**config.mk**
```make
export PLATFORM = sky130hd
export DESIGN_NAME = sprl_core
export DESIGN_NICKNAME = d
export VERILOG_FILES = /design/src/rtl/sprl_pkg.sv /design/src/rtl/sprl_count_src.sv /design/src/rtl/sprl_cycle_timer.sv /design/src/rtl/sprl_core.sv
export SDC_FILE = /design/constraint.sdc
export NUM_CORES = 1
export LEC_CHECK = 0
export BUFFER_PORTS_ARGS = -buffer_cell sky130_fd_sc_hd__buf_4
export CAP_MARGIN = 20
export CORE_AREA = 2 2 124 126
export CTS_CLUSTER_DIAMETER = 30
export DETAILED_ROUTE_END_ITERATION = 7
export DIE_AREA = 0 0 126 128
export PLACE_DENSITY = 0.81
export SLEW_MARGIN = 15
export SYNTH_ARGS = -nofsm -noshare
export SYNTH_HDL_FRONTEND = slang
export SYNTH_HIERARCHICAL = 1
export SYNTH_SLANG_ARGS = --single-unit
```
**constraint.sdc**
```tcl
create_clock -name clock -period 3.7 [get_ports clock]
set_clock_uncertainty 0.1 [all_clocks]
set_input_delay 0.74 -clock clock [delete_from_list [all_inputs] [get_ports clock]]
set_output_delay 0.74 -clock clock [all_outputs]
set_load 0.02 [all_outputs]
```
**src/rtl/sprl_pkg.sv**
```systemverilog
// package: constants, carriers and codes for the stack pop and single instruction loop block
package sprl_pkg;

  // ==================================================================
  // widths
  localparam int DATA_W = 16;
  localparam int LC_W = 13;
  localparam int IMM_W = 6;
  localparam int DEST_W = 5;
  localparam int RADDR_W = 4;
  localparam int TIMER_W = 3;

  // ==================================================================
  // timing in core clock cycles
  localparam int POP_CYCLES = 2;
  localparam int REP_CYCLES = 6;
  localparam logic [TIMER_W-1:0] REP_WAIT = TIMER_W'(REP_CYCLES - 1);
  // the loop instruction and the repeated instruction are one word each
  localparam logic [DATA_W-1:0] PROG_WORD = 16'h0001;

  // ==================================================================
  // saturation constants placed by the limiter
  localparam logic [DATA_W-1:0] SAT_POS = 16'h7fff;
  localparam logic [DATA_W-1:0] SAT_NEG = 16'h8000;

  // ==================================================================
  // register offsets, fields and reset values
  localparam logic [RADDR_W-1:0] OFS_SP = 4'h0;
  localparam logic [RADDR_W-1:0] OFS_LC = 4'h4;
  localparam logic [RADDR_W-1:0] OFS_STATUS = 4'h8;
  localparam logic [RADDR_W-1:0] OFS_HELD = 4'hc;
  localparam int STAT_LIMIT_BIT = 0;
  localparam int STAT_LOOP_BIT = 1;
  localparam logic [DATA_W-1:0] SP_RST = 16'h0000;
  localparam logic [LC_W-1:0] LC_RST = 13'h0000;

  // ==================================================================
  // operations handed over by the decoder
  typedef enum logic [1:0] {
    OP_POP_REG = 2'h0,
    OP_POP_NONE = 2'h1,
    OP_LOOP_IMM = 2'h2,
    OP_LOOP_REG = 2'h3
  } sprl_op_e;

  typedef struct packed {
    logic valid;
    sprl_op_e op;
    logic [DATA_W-1:0] pc;
    logic [IMM_W-1:0] imm;
    logic [DATA_W-1:0] src;
    logic src_acc;
    logic acc_ext;
    logic acc_neg;
    logic [DEST_W-1:0] dest;
  } sprl_issue_s;

  typedef struct packed {
    logic valid;
    logic [DEST_W-1:0] dest;
    logic [DATA_W-1:0] data;
  } sprl_wb_s;

  typedef enum logic [5:0] {
    ST_IDLE = 6'b00_0001,
    ST_POP = 6'b00_0010,
    ST_LOAD = 6'b00_0100,
    ST_FETCH = 6'b00_1000,
    ST_EXEC = 6'b01_0000,
    ST_DONE = 6'b10_0000
  } sprl_state_e;

endpackage : sprl_pkg

```
**src/rtl/sprl_count_src.sv**
```systemverilog
// module: loop count selection with accumulator saturation
`timescale 1ns/1ps
module sprl_count_src (
  input wire sprl_pkg::sprl_issue_s issue, // decoded loop instruction
  output logic [sprl_pkg::LC_W-1:0] count, // value for the loop counter
  output logic saturated // limiter substituted a constant
);

  logic [sprl_pkg::DATA_W-1:0] bus_val;

  // ==================================================================
  // source mux and limiter
  always_comb
  begin
    bus_val = issue.src;
    saturated = 1'b0;
    if (issue.op == sprl_pkg::OP_LOOP_IMM)
    begin
      bus_val = {{(sprl_pkg::DATA_W-sprl_pkg::IMM_W){1'b0}}, issue.imm};
    end
    else if (issue.src_acc && issue.acc_ext)
    begin
      saturated = 1'b1;
      bus_val = issue.acc_neg ? sprl_pkg::SAT_NEG : sprl_pkg::SAT_POS;
    end
    count = bus_val[sprl_pkg::LC_W-1:0];
  end

endmodule : sprl_count_src

```
**src/rtl/sprl_cycle_timer.sv**
```systemverilog
// module: down counter that marks the last cycle of a fixed instruction time
`timescale 1ns/1ps
module sprl_cycle_timer #(
  parameter int W = sprl_pkg::TIMER_W
) (
  input wire logic clock, // core clock
  input wire logic rst_n, // asynchronous reset, active low
  input wire logic load, // start a new interval
  input wire logic [W-1:0] load_val, // cycles to run after the load cycle
  output logic done // last cycle of the interval
);

  typedef struct packed {
    logic [W-1:0] count;
  } sprl_timer_s;

  sprl_timer_s s_q;
  sprl_timer_s s_d;

  always_comb
  begin
    s_d = s_q;
    if (load)
    begin
      s_d.count = load_val;
    end
    else if (s_q.count != '0)
    begin
      s_d.count = s_q.count - W'(1);
    end
  end

  always_ff @(posedge clock or negedge rst_n)
  begin
    if (!rst_n)
    begin
      s_q <= '0;
    end
    else
    begin
      s_q <= s_d;
    end
  end

  assign done = (s_q.count == W'(1));

  chk_timer_ends: assert property (@(posedge clock) disable iff (!rst_n)
    load && load_val == W'(5) |=> !done [*4] ##1 done) else $error("timer end wrong");

endmodule : sprl_cycle_timer

```
**src/rtl/sprl_core.sv**
```systemverilog
// module: stack pop and single instruction loop control for the core pipeline
//
// Implementation choices: strobed register access and the placing of the registers.
`timescale 1ns/1ps
// Functional notes
// - pop reads stack word, then decrements pointer
// - pop without destination only decrements pointer
// - pop leaves condition codes untouched
// - pop takes two cycles, one word
// - loop count is thirteen bits, unsigned
// - repeated instruction fetched once, held
// - interrupts held off until loop ends
// - execute per count, stop after count one
// - old counter saved, restored at loop end
// - zero count skips the repeated instruction
// - immediate fills six bits, clears seven
// - register source gives low thirteen bits
// - positive extended accumulator gives all ones
// - negative extended accumulator gives zero count
// - saturation sets limit flag, accumulators kept
// - loop instruction takes six cycles, one word
module sprl_core (
  input wire logic clock, // core clock, 125 MHz
  input wire logic rst_n, // asynchronous reset, active low
  input wire sprl_pkg::sprl_issue_s issue, // decoded instruction offer
  output logic issue_ready, // block can take an instruction
  output logic mem_rd_en, // data memory read strobe
  output logic [sprl_pkg::DATA_W-1:0] mem_addr, // data memory address
  input wire logic [sprl_pkg::DATA_W-1:0] mem_rd_data, // read word, cycle after strobe
  output sprl_pkg::sprl_wb_s wb, // register file write back
  output logic fetch_req, // request the word to repeat
  output logic [sprl_pkg::DATA_W-1:0] fetch_addr, // address of that word
  input wire logic fetch_valid, // fetched word present
  input wire logic [sprl_pkg::DATA_W-1:0] fetch_word, // fetched word
  output logic [sprl_pkg::DATA_W-1:0] held_instr, // instruction register
  output logic exec_pulse, // one execution of the held word
  output logic irq_hold, // interrupts blocked
  output logic resume_valid, // loop finished, refetch
  output logic [sprl_pkg::DATA_W-1:0] resume_addr, // address to refetch from
  output logic [sprl_pkg::LC_W-1:0] loop_counter, // current loop counter
  output logic limit_flag, // condition code limit bit
  input wire logic [sprl_pkg::RADDR_W-1:0] reg_addr, // register address
  input wire logic [sprl_pkg::DATA_W-1:0] reg_wdata, // register write data
  input wire logic reg_wr, // register write strobe
  input wire logic reg_rd, // register read strobe
  output logic [sprl_pkg::DATA_W-1:0] reg_rdata // read data, cycle after strobe
);

  typedef struct packed {
    sprl_pkg::sprl_state_e state;
    logic has_dest;
    logic [sprl_pkg::DEST_W-1:0] dest;
    logic [sprl_pkg::DATA_W-1:0] stack_pointer;
    logic [sprl_pkg::LC_W-1:0] loop_counter;
    logic [sprl_pkg::LC_W-1:0] lc_saved;
    logic limit;
    logic [sprl_pkg::DATA_W-1:0] instr;
    logic [sprl_pkg::DATA_W-1:0] loop_pc;
    sprl_pkg::sprl_wb_s wb;
    logic [sprl_pkg::DATA_W-1:0] rdata;
  } sprl_core_s;

  sprl_core_s s_q;
  sprl_core_s s_d;
  logic [sprl_pkg::LC_W-1:0] new_count;
  logic saturated;
  logic take;
  logic take_pop;
  logic take_loop;
  logic timer_done;

  // ==================================================================
  // helpers
  function automatic logic is_loop_op(input sprl_pkg::sprl_op_e op);
    return (op == sprl_pkg::OP_LOOP_IMM) || (op == sprl_pkg::OP_LOOP_REG);
  endfunction : is_loop_op

  function automatic logic hit(input logic [sprl_pkg::RADDR_W-1:0] a,
                               input logic [sprl_pkg::RADDR_W-1:0] ofs);
    return a == ofs;
  endfunction : hit

  // ==================================================================
  // issue handshake
  assign issue_ready = (s_q.state == sprl_pkg::ST_IDLE);
  assign take = issue.valid && issue_ready;
  assign take_loop = take && is_loop_op(issue.op);
  assign take_pop = take && !is_loop_op(issue.op);

  sprl_count_src u_count (
    .issue(issue),
    .count(new_count),
    .saturated(saturated)
  );

  sprl_cycle_timer #(
    .W(sprl_pkg::TIMER_W)
  ) u_timer (
    .clock(clock),
    .rst_n(rst_n),
    .load(take_loop),
    .load_val(sprl_pkg::REP_WAIT),
    .done(timer_done)
  );

  // ==================================================================
  // next state
  always_comb
  begin
    s_d = s_q;
    s_d.wb.valid = 1'b0;
    s_d.rdata = '0;
    unique case (s_q.state)
      sprl_pkg::ST_IDLE:
      begin
        if (take_pop)
        begin
          // the read goes out now; the pointer moves once the word is back
          s_d.has_dest = (issue.op == sprl_pkg::OP_POP_REG);
          s_d.dest = issue.dest;
          s_d.state = sprl_pkg::ST_POP;
        end
        else if (take_loop)
        begin
          s_d.lc_saved = s_q.loop_counter;
          s_d.loop_counter = new_count;
          s_d.loop_pc = issue.pc;
          // accumulators are never written here, only the limit bit
          s_d.limit = s_q.limit | saturated;
          s_d.state = sprl_pkg::ST_LOAD;
        end
      end
      sprl_pkg::ST_POP:
      begin
        s_d.wb.valid = s_q.has_dest;
        s_d.wb.dest = s_q.dest;
        s_d.wb.data = mem_rd_data;
        s_d.stack_pointer = s_q.stack_pointer - sprl_pkg::PROG_WORD;
        s_d.state = sprl_pkg::ST_IDLE; // limit bit left as it was
      end
      sprl_pkg::ST_LOAD:
      begin
        if (timer_done)
        begin
          s_d.state = sprl_pkg::ST_FETCH;
        end
      end
      sprl_pkg::ST_FETCH:
      begin
        if (fetch_valid)
        begin
          s_d.instr = fetch_word;
          s_d.state = (s_q.loop_counter == '0) ? sprl_pkg::ST_DONE : sprl_pkg::ST_EXEC;
        end
      end
      sprl_pkg::ST_EXEC:
      begin
        s_d.loop_counter = s_q.loop_counter - sprl_pkg::LC_W'(1);
        if (s_q.loop_counter == sprl_pkg::LC_W'(1))
        begin
          s_d.state = sprl_pkg::ST_DONE;
        end
      end
      sprl_pkg::ST_DONE:
      begin
        s_d.loop_counter = s_q.lc_saved;
        s_d.state = sprl_pkg::ST_IDLE;
      end
      default:
      begin
        s_d.state = sprl_pkg::ST_IDLE;
      end
    endcase

    // stack pointer and loop counter writes only land while the pipeline is idle
    // and nothing is taken, so they never race the hardware updates of the same register
    if (reg_wr && s_q.state == sprl_pkg::ST_IDLE && !take)
    begin
      if (hit(reg_addr, sprl_pkg::OFS_SP))
      begin
        s_d.stack_pointer = reg_wdata;
      end
      if (hit(reg_addr, sprl_pkg::OFS_LC))
      begin
        s_d.loop_counter = reg_wdata[sprl_pkg::LC_W-1:0];
      end
    end
    // limit bit is write one to clear; a new saturation wins over the clear
    if (reg_wr && hit(reg_addr, sprl_pkg::OFS_STATUS) && reg_wdata[sprl_pkg::STAT_LIMIT_BIT])
    begin
      s_d.limit = take_loop & saturated;
    end

    if (reg_rd)
    begin
      if (hit(reg_addr, sprl_pkg::OFS_SP))
      begin
        s_d.rdata = s_q.stack_pointer;
      end
      else if (hit(reg_addr, sprl_pkg::OFS_LC))
      begin
        s_d.rdata = {{(sprl_pkg::DATA_W-sprl_pkg::LC_W){1'b0}}, s_q.loop_counter};
      end
      else if (hit(reg_addr, sprl_pkg::OFS_STATUS))
      begin
        s_d.rdata[sprl_pkg::STAT_LIMIT_BIT] = s_q.limit;
        s_d.rdata[sprl_pkg::STAT_LOOP_BIT] = irq_hold;
      end
      else if (hit(reg_addr, sprl_pkg::OFS_HELD))
      begin
        s_d.rdata = s_q.instr;
      end
    end
  end

  always_ff @(posedge clock or negedge rst_n)
  begin
    if (!rst_n)
    begin
      s_q.state <= sprl_pkg::ST_IDLE;
      s_q.has_dest <= 1'b0;
      s_q.dest <= '0;
      s_q.stack_pointer <= sprl_pkg::SP_RST;
      s_q.loop_counter <= sprl_pkg::LC_RST;
      s_q.lc_saved <= sprl_pkg::LC_RST;
      s_q.limit <= 1'b0;
      s_q.instr <= '0;
      s_q.loop_pc <= '0;
      s_q.wb <= '0;
      s_q.rdata <= '0;
    end
    else
    begin
      s_q <= s_d;
    end
  end

  // ==================================================================
  // outputs
  assign mem_rd_en = take_pop;
  assign mem_addr = s_q.stack_pointer;
  assign wb = s_q.wb;
  assign fetch_req = (s_q.state == sprl_pkg::ST_FETCH);
  assign fetch_addr = s_q.loop_pc + sprl_pkg::PROG_WORD;
  assign held_instr = s_q.instr;
  assign exec_pulse = (s_q.state == sprl_pkg::ST_EXEC);
  assign irq_hold = !(s_q.state inside {sprl_pkg::ST_IDLE, sprl_pkg::ST_POP});
  assign resume_valid = (s_q.state == sprl_pkg::ST_DONE);
  assign resume_addr = s_q.loop_pc + sprl_pkg::PROG_WORD + sprl_pkg::PROG_WORD;
  assign loop_counter = s_q.loop_counter;
  assign limit_flag = s_q.limit;
  assign reg_rdata = s_q.rdata;

  // ==================================================================
  // checks
  logic [sprl_pkg::LC_W-1:0] chk_old_lc;

  always_ff @(posedge clock or negedge rst_n)
  begin
    if (!rst_n)
    begin
      chk_old_lc <= '0;
    end
    else if (take_loop)
    begin
      chk_old_lc <= s_q.loop_counter;
    end
  end

  chk_pop_order: assert property (@(posedge clock) disable iff (!rst_n)
    take_pop |-> mem_rd_en && mem_addr == s_q.stack_pointer
      ##2 s_q.stack_pointer == $past(mem_addr, 2) - 16'h0001) else $error("pop order wrong");
  chk_pop_nodest: assert property (@(posedge clock) disable iff (!rst_n)
    take_pop && issue.op == sprl_pkg::OP_POP_NONE |-> ##2 !wb.valid) else $error("pop wrote");
  chk_pop_flags: assert property (@(posedge clock) disable iff (!rst_n)
    take_pop && !reg_wr |=> $stable(limit_flag)) else $error("pop changed flags");
  chk_pop_time: assert property (@(posedge clock) disable iff (!rst_n)
    take_pop |=> !issue_ready ##1 issue_ready) else $error("pop not two cycles");
  chk_loop_time: assert property (@(posedge clock) disable iff (!rst_n)
    take_loop |=> !fetch_req [*5] ##1 fetch_req) else $error("loop not six cycles");
  chk_imm_high: assert property (@(posedge clock) disable iff (!rst_n)
    take_loop && issue.op == sprl_pkg::OP_LOOP_IMM |=>
      loop_counter == {7'h00, $past(issue.imm)}) else $error("immediate count wrong");
  chk_irq_block: assert property (@(posedge clock) disable iff (!rst_n)
    exec_pulse |-> irq_hold ##1 $stable(held_instr)) else $error("loop not protected");
  chk_last_exec: assert property (@(posedge clock) disable iff (!rst_n)
    exec_pulse && loop_counter == 13'h0001 |=> resume_valid && !exec_pulse) else
    $error("loop end wrong");
  chk_zero_skip: assert property (@(posedge clock) disable iff (!rst_n)
    fetch_req && fetch_valid && loop_counter == 13'h0000 |=> resume_valid && !exec_pulse) else
    $error("zero count executed");
  chk_lc_restore: assert property (@(posedge clock) disable iff (!rst_n)
    resume_valid |=> loop_counter == chk_old_lc) else $error("counter not restored");
  chk_sat_flag: assert property (@(posedge clock) disable iff (!rst_n)
    take_loop && issue.op == sprl_pkg::OP_LOOP_REG &&
      issue.src_acc && issue.acc_ext && !issue.acc_neg |=>
      limit_flag && loop_counter == 13'h1fff) else $error("saturation wrong");
  // an immediate count never goes through the limiter, so only the register form counts
  chk_sat_neg: assert property (@(posedge clock) disable iff (!rst_n)
    take_loop && issue.op == sprl_pkg::OP_LOOP_REG &&
      issue.src_acc && issue.acc_ext && issue.acc_neg |=>
      limit_flag && loop_counter == 13'h0000) else $error("negative saturation wrong");
  chk_resume_pc: assert property (@(posedge clock) disable iff (!rst_n)
    take_loop |=> resume_addr == $past(issue.pc) + 16'h0002) else $error("resume address wrong");

endmodule : sprl_core

```
---- Yosys cells after proc, flatten, opt, wreduce, memory -nomap -nowiden ----
Index checks and enable logic that the tools add are counted.
cells by class
  reductions and logical operators ........ 25
  equal/unequal tests ..................... 18
  $add $sub $neg .......................... 5
  mux-type cells .......................... 30
  bitwise gates (word level) .............. 3
operator list
  operator                                             number
  two-way mux 16 bit                                   6
  two-way mux 27 bit                                   2
  two-way mux 13 bit                                   4
  case mux 13 bit (3 select lines)                     1
  two-way mux 6 bit                                    6
  adder 16 x 1 -> 16 bit (second input constant)       2
  two-way mux 29 bit                                   1
  case mux 6 bit (4 select lines)                      1
  two-way mux 22 bit                                   1
  subtractor 16 x 1 -> 16 bit (second input constant)  1
  two-way mux 14 bit                                   1
  == test 13 x 1 -> 1 bit (second input constant)      1
  logical NOT 13 bit                                   1
  subtractor 13 x 1 -> 13 bit (second input constant)  1
  == test 4 bit (second input constant)                2
  logical AND 1 bit                                    8
  nonzero test 2 bit                                   4
  == test 6 x 1 -> 1 bit (second input constant)       1
  == test 6 x 2 -> 1 bit (second input constant)       1
  == test 6 x 3 -> 1 bit (second input constant)       1
  == test 6 x 4 -> 1 bit (second input constant)       1
  == test 6 x 5 -> 1 bit (second input constant)       1
  == test 6 bit (second input constant)                1
  two-way mux 3 bit                                    2
  other kinds (20)                                     30
word-level totals
  bits in registers ....................... 128
  bits of input ports ..................... 106

---- Depth between registers and ports, before layout ----
  depth after elaboration ................. 9
  mapped depth ............................ 9
  mapped depth without buffers ............ 8

---- Modules after synthesis ----
The synthesis kept the hierarchy.
by module, submodules not included
  module            times used  cells each  sequential area each (sq um)  area each (sq um)
  sprl_core         1           773         3129.3                        7148.1
  sprl_count_src    1           39          0.0                           299.0
  sprl_cycle_timer  1           22          75.1                          219.0

---- Worst setup path after synthesis ----
No wires, ideal clock.
  path type ............................... reg-to-output
  start point ............................. register s_q[39] in the netlist's numbering
  end point ............................... output port resume_addr[15] in the netlist's numbering
  arrival ................................. 2.722 ns
  required time ........................... 2.860 ns
  setup slack ............................. 0.138 ns
  stages on the path, launching flop included .. 9
  cell sequence ........................... dfrtp_1 -> ha_1 -> clkbuf_1 -> xor2_1 -> nand3_1 -> or2_2 -> a21oi_1 -> nor4b_1 -> xor2_1
on the way
  cells in the longest elaborated chain, start to end .. 2
RTL lines
  item                      line              text
  start: declaration        sprl_core.sv:63   sprl_core_s s_q;
  adder 16 x 1 -> 16 bit    n/a
  via fetch_addr (one bit)  sprl_core.sv:32   output logic [sprl_pkg::DATA_W-1:0] fetch_addr,
  adder 16 x 1 -> 16 bit    sprl_core.sv:249  assign resume_addr = s_q.loop_pc + sprl_pkg::PROG_WORD + sprl_pkg::PROG_WORD;
  end: declaration          sprl_core.sv:39   output logic [sprl_pkg::DATA_W-1:0] resume_addr,
The timed path passes the listed nets, and every way through them passes these cells.

---- Final worst setup path ----
  start point ............................. register s_q[38] in the netlist's numbering
  end point ............................... output port resume_addr[12] in the netlist's numbering
on the way
  cells in the longest elaborated chain, start to end .. 2
RTL lines
  item                                 line
  adder 16 x 1 -> 16 bit (2 in a row)  sprl_core.sv:249
Every way passes these cells.

==> metrics.yaml <==
outcome: "complete, no violations"
min_period_ns: 3.63
yosysWarningCount: 6
max_freq_mhz: 275
drc: 0
postCtsHoldBufs: 0
critPathCaptureType: "primary output"
cts.sinks: 128
critPathSlowestCell: "or4_4"
cp_cell_sequence: "ha_4, buf_4, or4_4, a21boi_2, o211ai_1, buf_4, nor3b_2, xor2_1, buf_4"
final_cells: 1179
initial_utilization: 0.516
combPwrFrac: 0.471
io_pins: 228
cts_tree: "built"
setup_viol: 0
synthArstFlopShare: 1.00
die_w_um: 126
clockBufferDepth: 2
place.gp.congestion: 0.879
drive_gt1_frac: 0.369
detail_route.wl_per_cell_um: 17.4
slew_viol_final: 0
regArea_um2: 3210
crit_type: "flip-flop to primary output"
finalWirelength_mm: 20.5
synth_cells: 834
critPathRequiredTime_ns: 2.86
p_sw_w: 0.00337
track_usage: 0.251
synth-edff-count: 0
layout_common_cells: "247 x buf_4, 125 x dfrtp_1, 111 x nand2_1"
dr_wl_met2_mm: 10.7
grt_pass1_wl_mm: 32.2
finalSetupTns_ns: 0
netSwitchingFraction: 0.430
nFillCells: 1223
cts_max_level: 4
ys_seq_elements: 128
hpwl_mm: 14.6
worst_ep_arrival_time_ns: 2.79
cp-start-kind: "flip-flop"
r2r_setup_slack_ns: 0.71
highest_layer: "met4"
grt_max_degree: 88
layout.nets: 1093
drt-initial-drc-count: 457
io_buffers: 224
clk_latency_ns: 0.42
power.internal_w: 0.00447
p_leak_nw: 4.62
met1Wirelength_mm: 8.09
synth_cell_types: 63
dp_cells: 1135
worstPathMaxFanout: 7
syn_avg_cell_area_um2: 9.19
grt_overflow_total: 0
tightest_slew_ns: 0.859
vias: 6583
mostFrequentLayoutCell: "buf_4"
vias_per_cell: 5.58
placed_area_um2: 8910
fin_crit_sh: 0.982
hold_viol_final: 0
synth_seq_area_share: 0.418
first_pass_iters: 7
cts_made_buffers: 17
crit_path_max_incr_delay_ns: 0.51
dieArea_um2: 16100
multi_input_area_um2: 3650
final.setup.worst_slack_ns: 0.0671
power.density_nw_per_um2: 814
dp_slack_ns: 0.259
areaGrowthSynthToFinish_pct: 25.6
clk_pin_slew_ns: 0.06
synth_area_um2: 7670
clock-root-buffer: "clkbuf_16"
cap_violations: 0
diodes: 0
hold_class: "primary input to asynchronous set/reset pin"
ant_nets: 0
clkPwrFrac: 0.206
num_rows: 45
crit_top_cell: "buf_4"
ir_drop_mv: 0.423
routed-wl-met3_mm: 1.22
ys.flop_type: "dfrtp_1"
slew_headroom: 0.426
core_um2: 14900
whs_ns: 0.191
die_h_um: 128
first_global_vias: 6410
antenna_found_initial: 0
fin_area_um2: 9630
sequentialPowerShare: 0.323
Yosys cell counts (6+ instances only):
master	n	area, µm²
nor2b_1	8	50.1
a221oi_1	7	61.3
buf_2	6	30.0
o21ai_0	16	80.1
a21oi_1	45	225
ha_1	9	113
nor3b_1	9	67.6
a22oi_1	6	45.0
nand2b_1	6	37.5
buf_4	84	631
inv_1	21	78.8
dfrtp_1	127	3180
nor4_1	8	50.1
mux2_2	48	541
nand3_1	14	70.1
xor2_1	25	219
nor2_1	89	334
a21bo_2	11	110
xnor2_1	25	219
nor3_1	14	70.1
nand2_1	111	417
a31oi_1	20	125
mux2i_1	12	120
clkbuf_1	31	116
area by class of cell:
type	count	share of cell area
Clock inverter	15	0.0156
Multi-Input combinational cell	560	0.379
Sequential cell	128	0.333
Inverter	22	0.00858
Tap cell	188	0.0244
Clock buffer	17	0.0442
Timing Repair Buffer	249	0.195
metrics by stage:
stage / utilization / total power [W]
6_report: 0.648 / 0.00784
5_1_grt: 0.648 / 0.00830
4_1_cts: 0.638 / 0.00772
3_5_place_dp: 0.599 / 0.00608
3_3_place_gp: 0.599 / 0.00598
2_1_floorplan: - / 0.00502
registers in the layout, summed over array words and instances, names as in the netlist:
signal        count
s_q              41
wb               22
held_instr       16
mem_addr         16
reg_rdata        16
loop_counter     13
u_timer/s_q       3
limit_flag        1
worst max-delay path, delay by kind of cell (launching register included):
| kind | cells | cell delay, ns |
|---|---|---|
| compound gates | 2 | 0.35 |
| simple gates | 2 | 0.70 |
| fa+ha+maj | 1 | 0.19 |
| buf+inv | 3 | 0.51 |
| xor+xnor | 1 | 0.15 |
| flops | 1 | 0.46 |
routing by layer:
metal,up-vias,track usage
met4,0,0.0976
li1,3080,-
met2,288,0.437
met1,3170,0.305
met3,45,0.0568
met5,-,0
logic make-up (layout without fill, tap and decap cells):
group,count (synthesis),count (layout),synth area share
fa+ha+maj,9,9,0.0147
simple gates,306,306,0.192
other cells,2,3,0.000980
mux,61,61,0.0891
compound gates,131,131,0.113
flops,128,128,0.418
xor+xnor,50,50,0.0571
buf+inv,147,303,0.115
final timing paths:
check / from / cells after the start / end
max reg2reg: s_q[121]$_DFFE_PN0P_ / 7 / loop_counter[0]$_DFF_PN0_
min in group clock: s_q[118]$_DFFE_PN0P_ / 1 / wb[21]$_DFF_PN0_
max in group asynchronous: rst_n / 2 / s_q[119]$_DFFE_PN1P_
min: rst_n / 1 / wb[6]$_DFFE_PN0N_
max: s_q[38]$_DFFE_PN0P_ / 9 / resume_addr[12]
min reg2reg: s_q[118]$_DFFE_PN0P_ / 1 / wb[21]$_DFF_PN0_
what timing repair did:
item                       in CTS  in global routing
resized for setup               2                 12
setup endpoints to repair       4                  7
buffers inserted                0                 12
gates cloned                    0                  0
pin swaps                       0                  7
power groups by stage:
stage	registers [W]	logic, W	clock network [W]
finish	0.00253	0.00370	0.00161
CTS	0.00251	0.00357	0.00163
floorplan	0.00227	0.00275	0
global placement	0.00251	0.00347	0
global route	0.00261	0.00399	0.00170
detailed placement	0.00253	0.00355	0
Note: power is estimated with default switching activity, not from simulation.
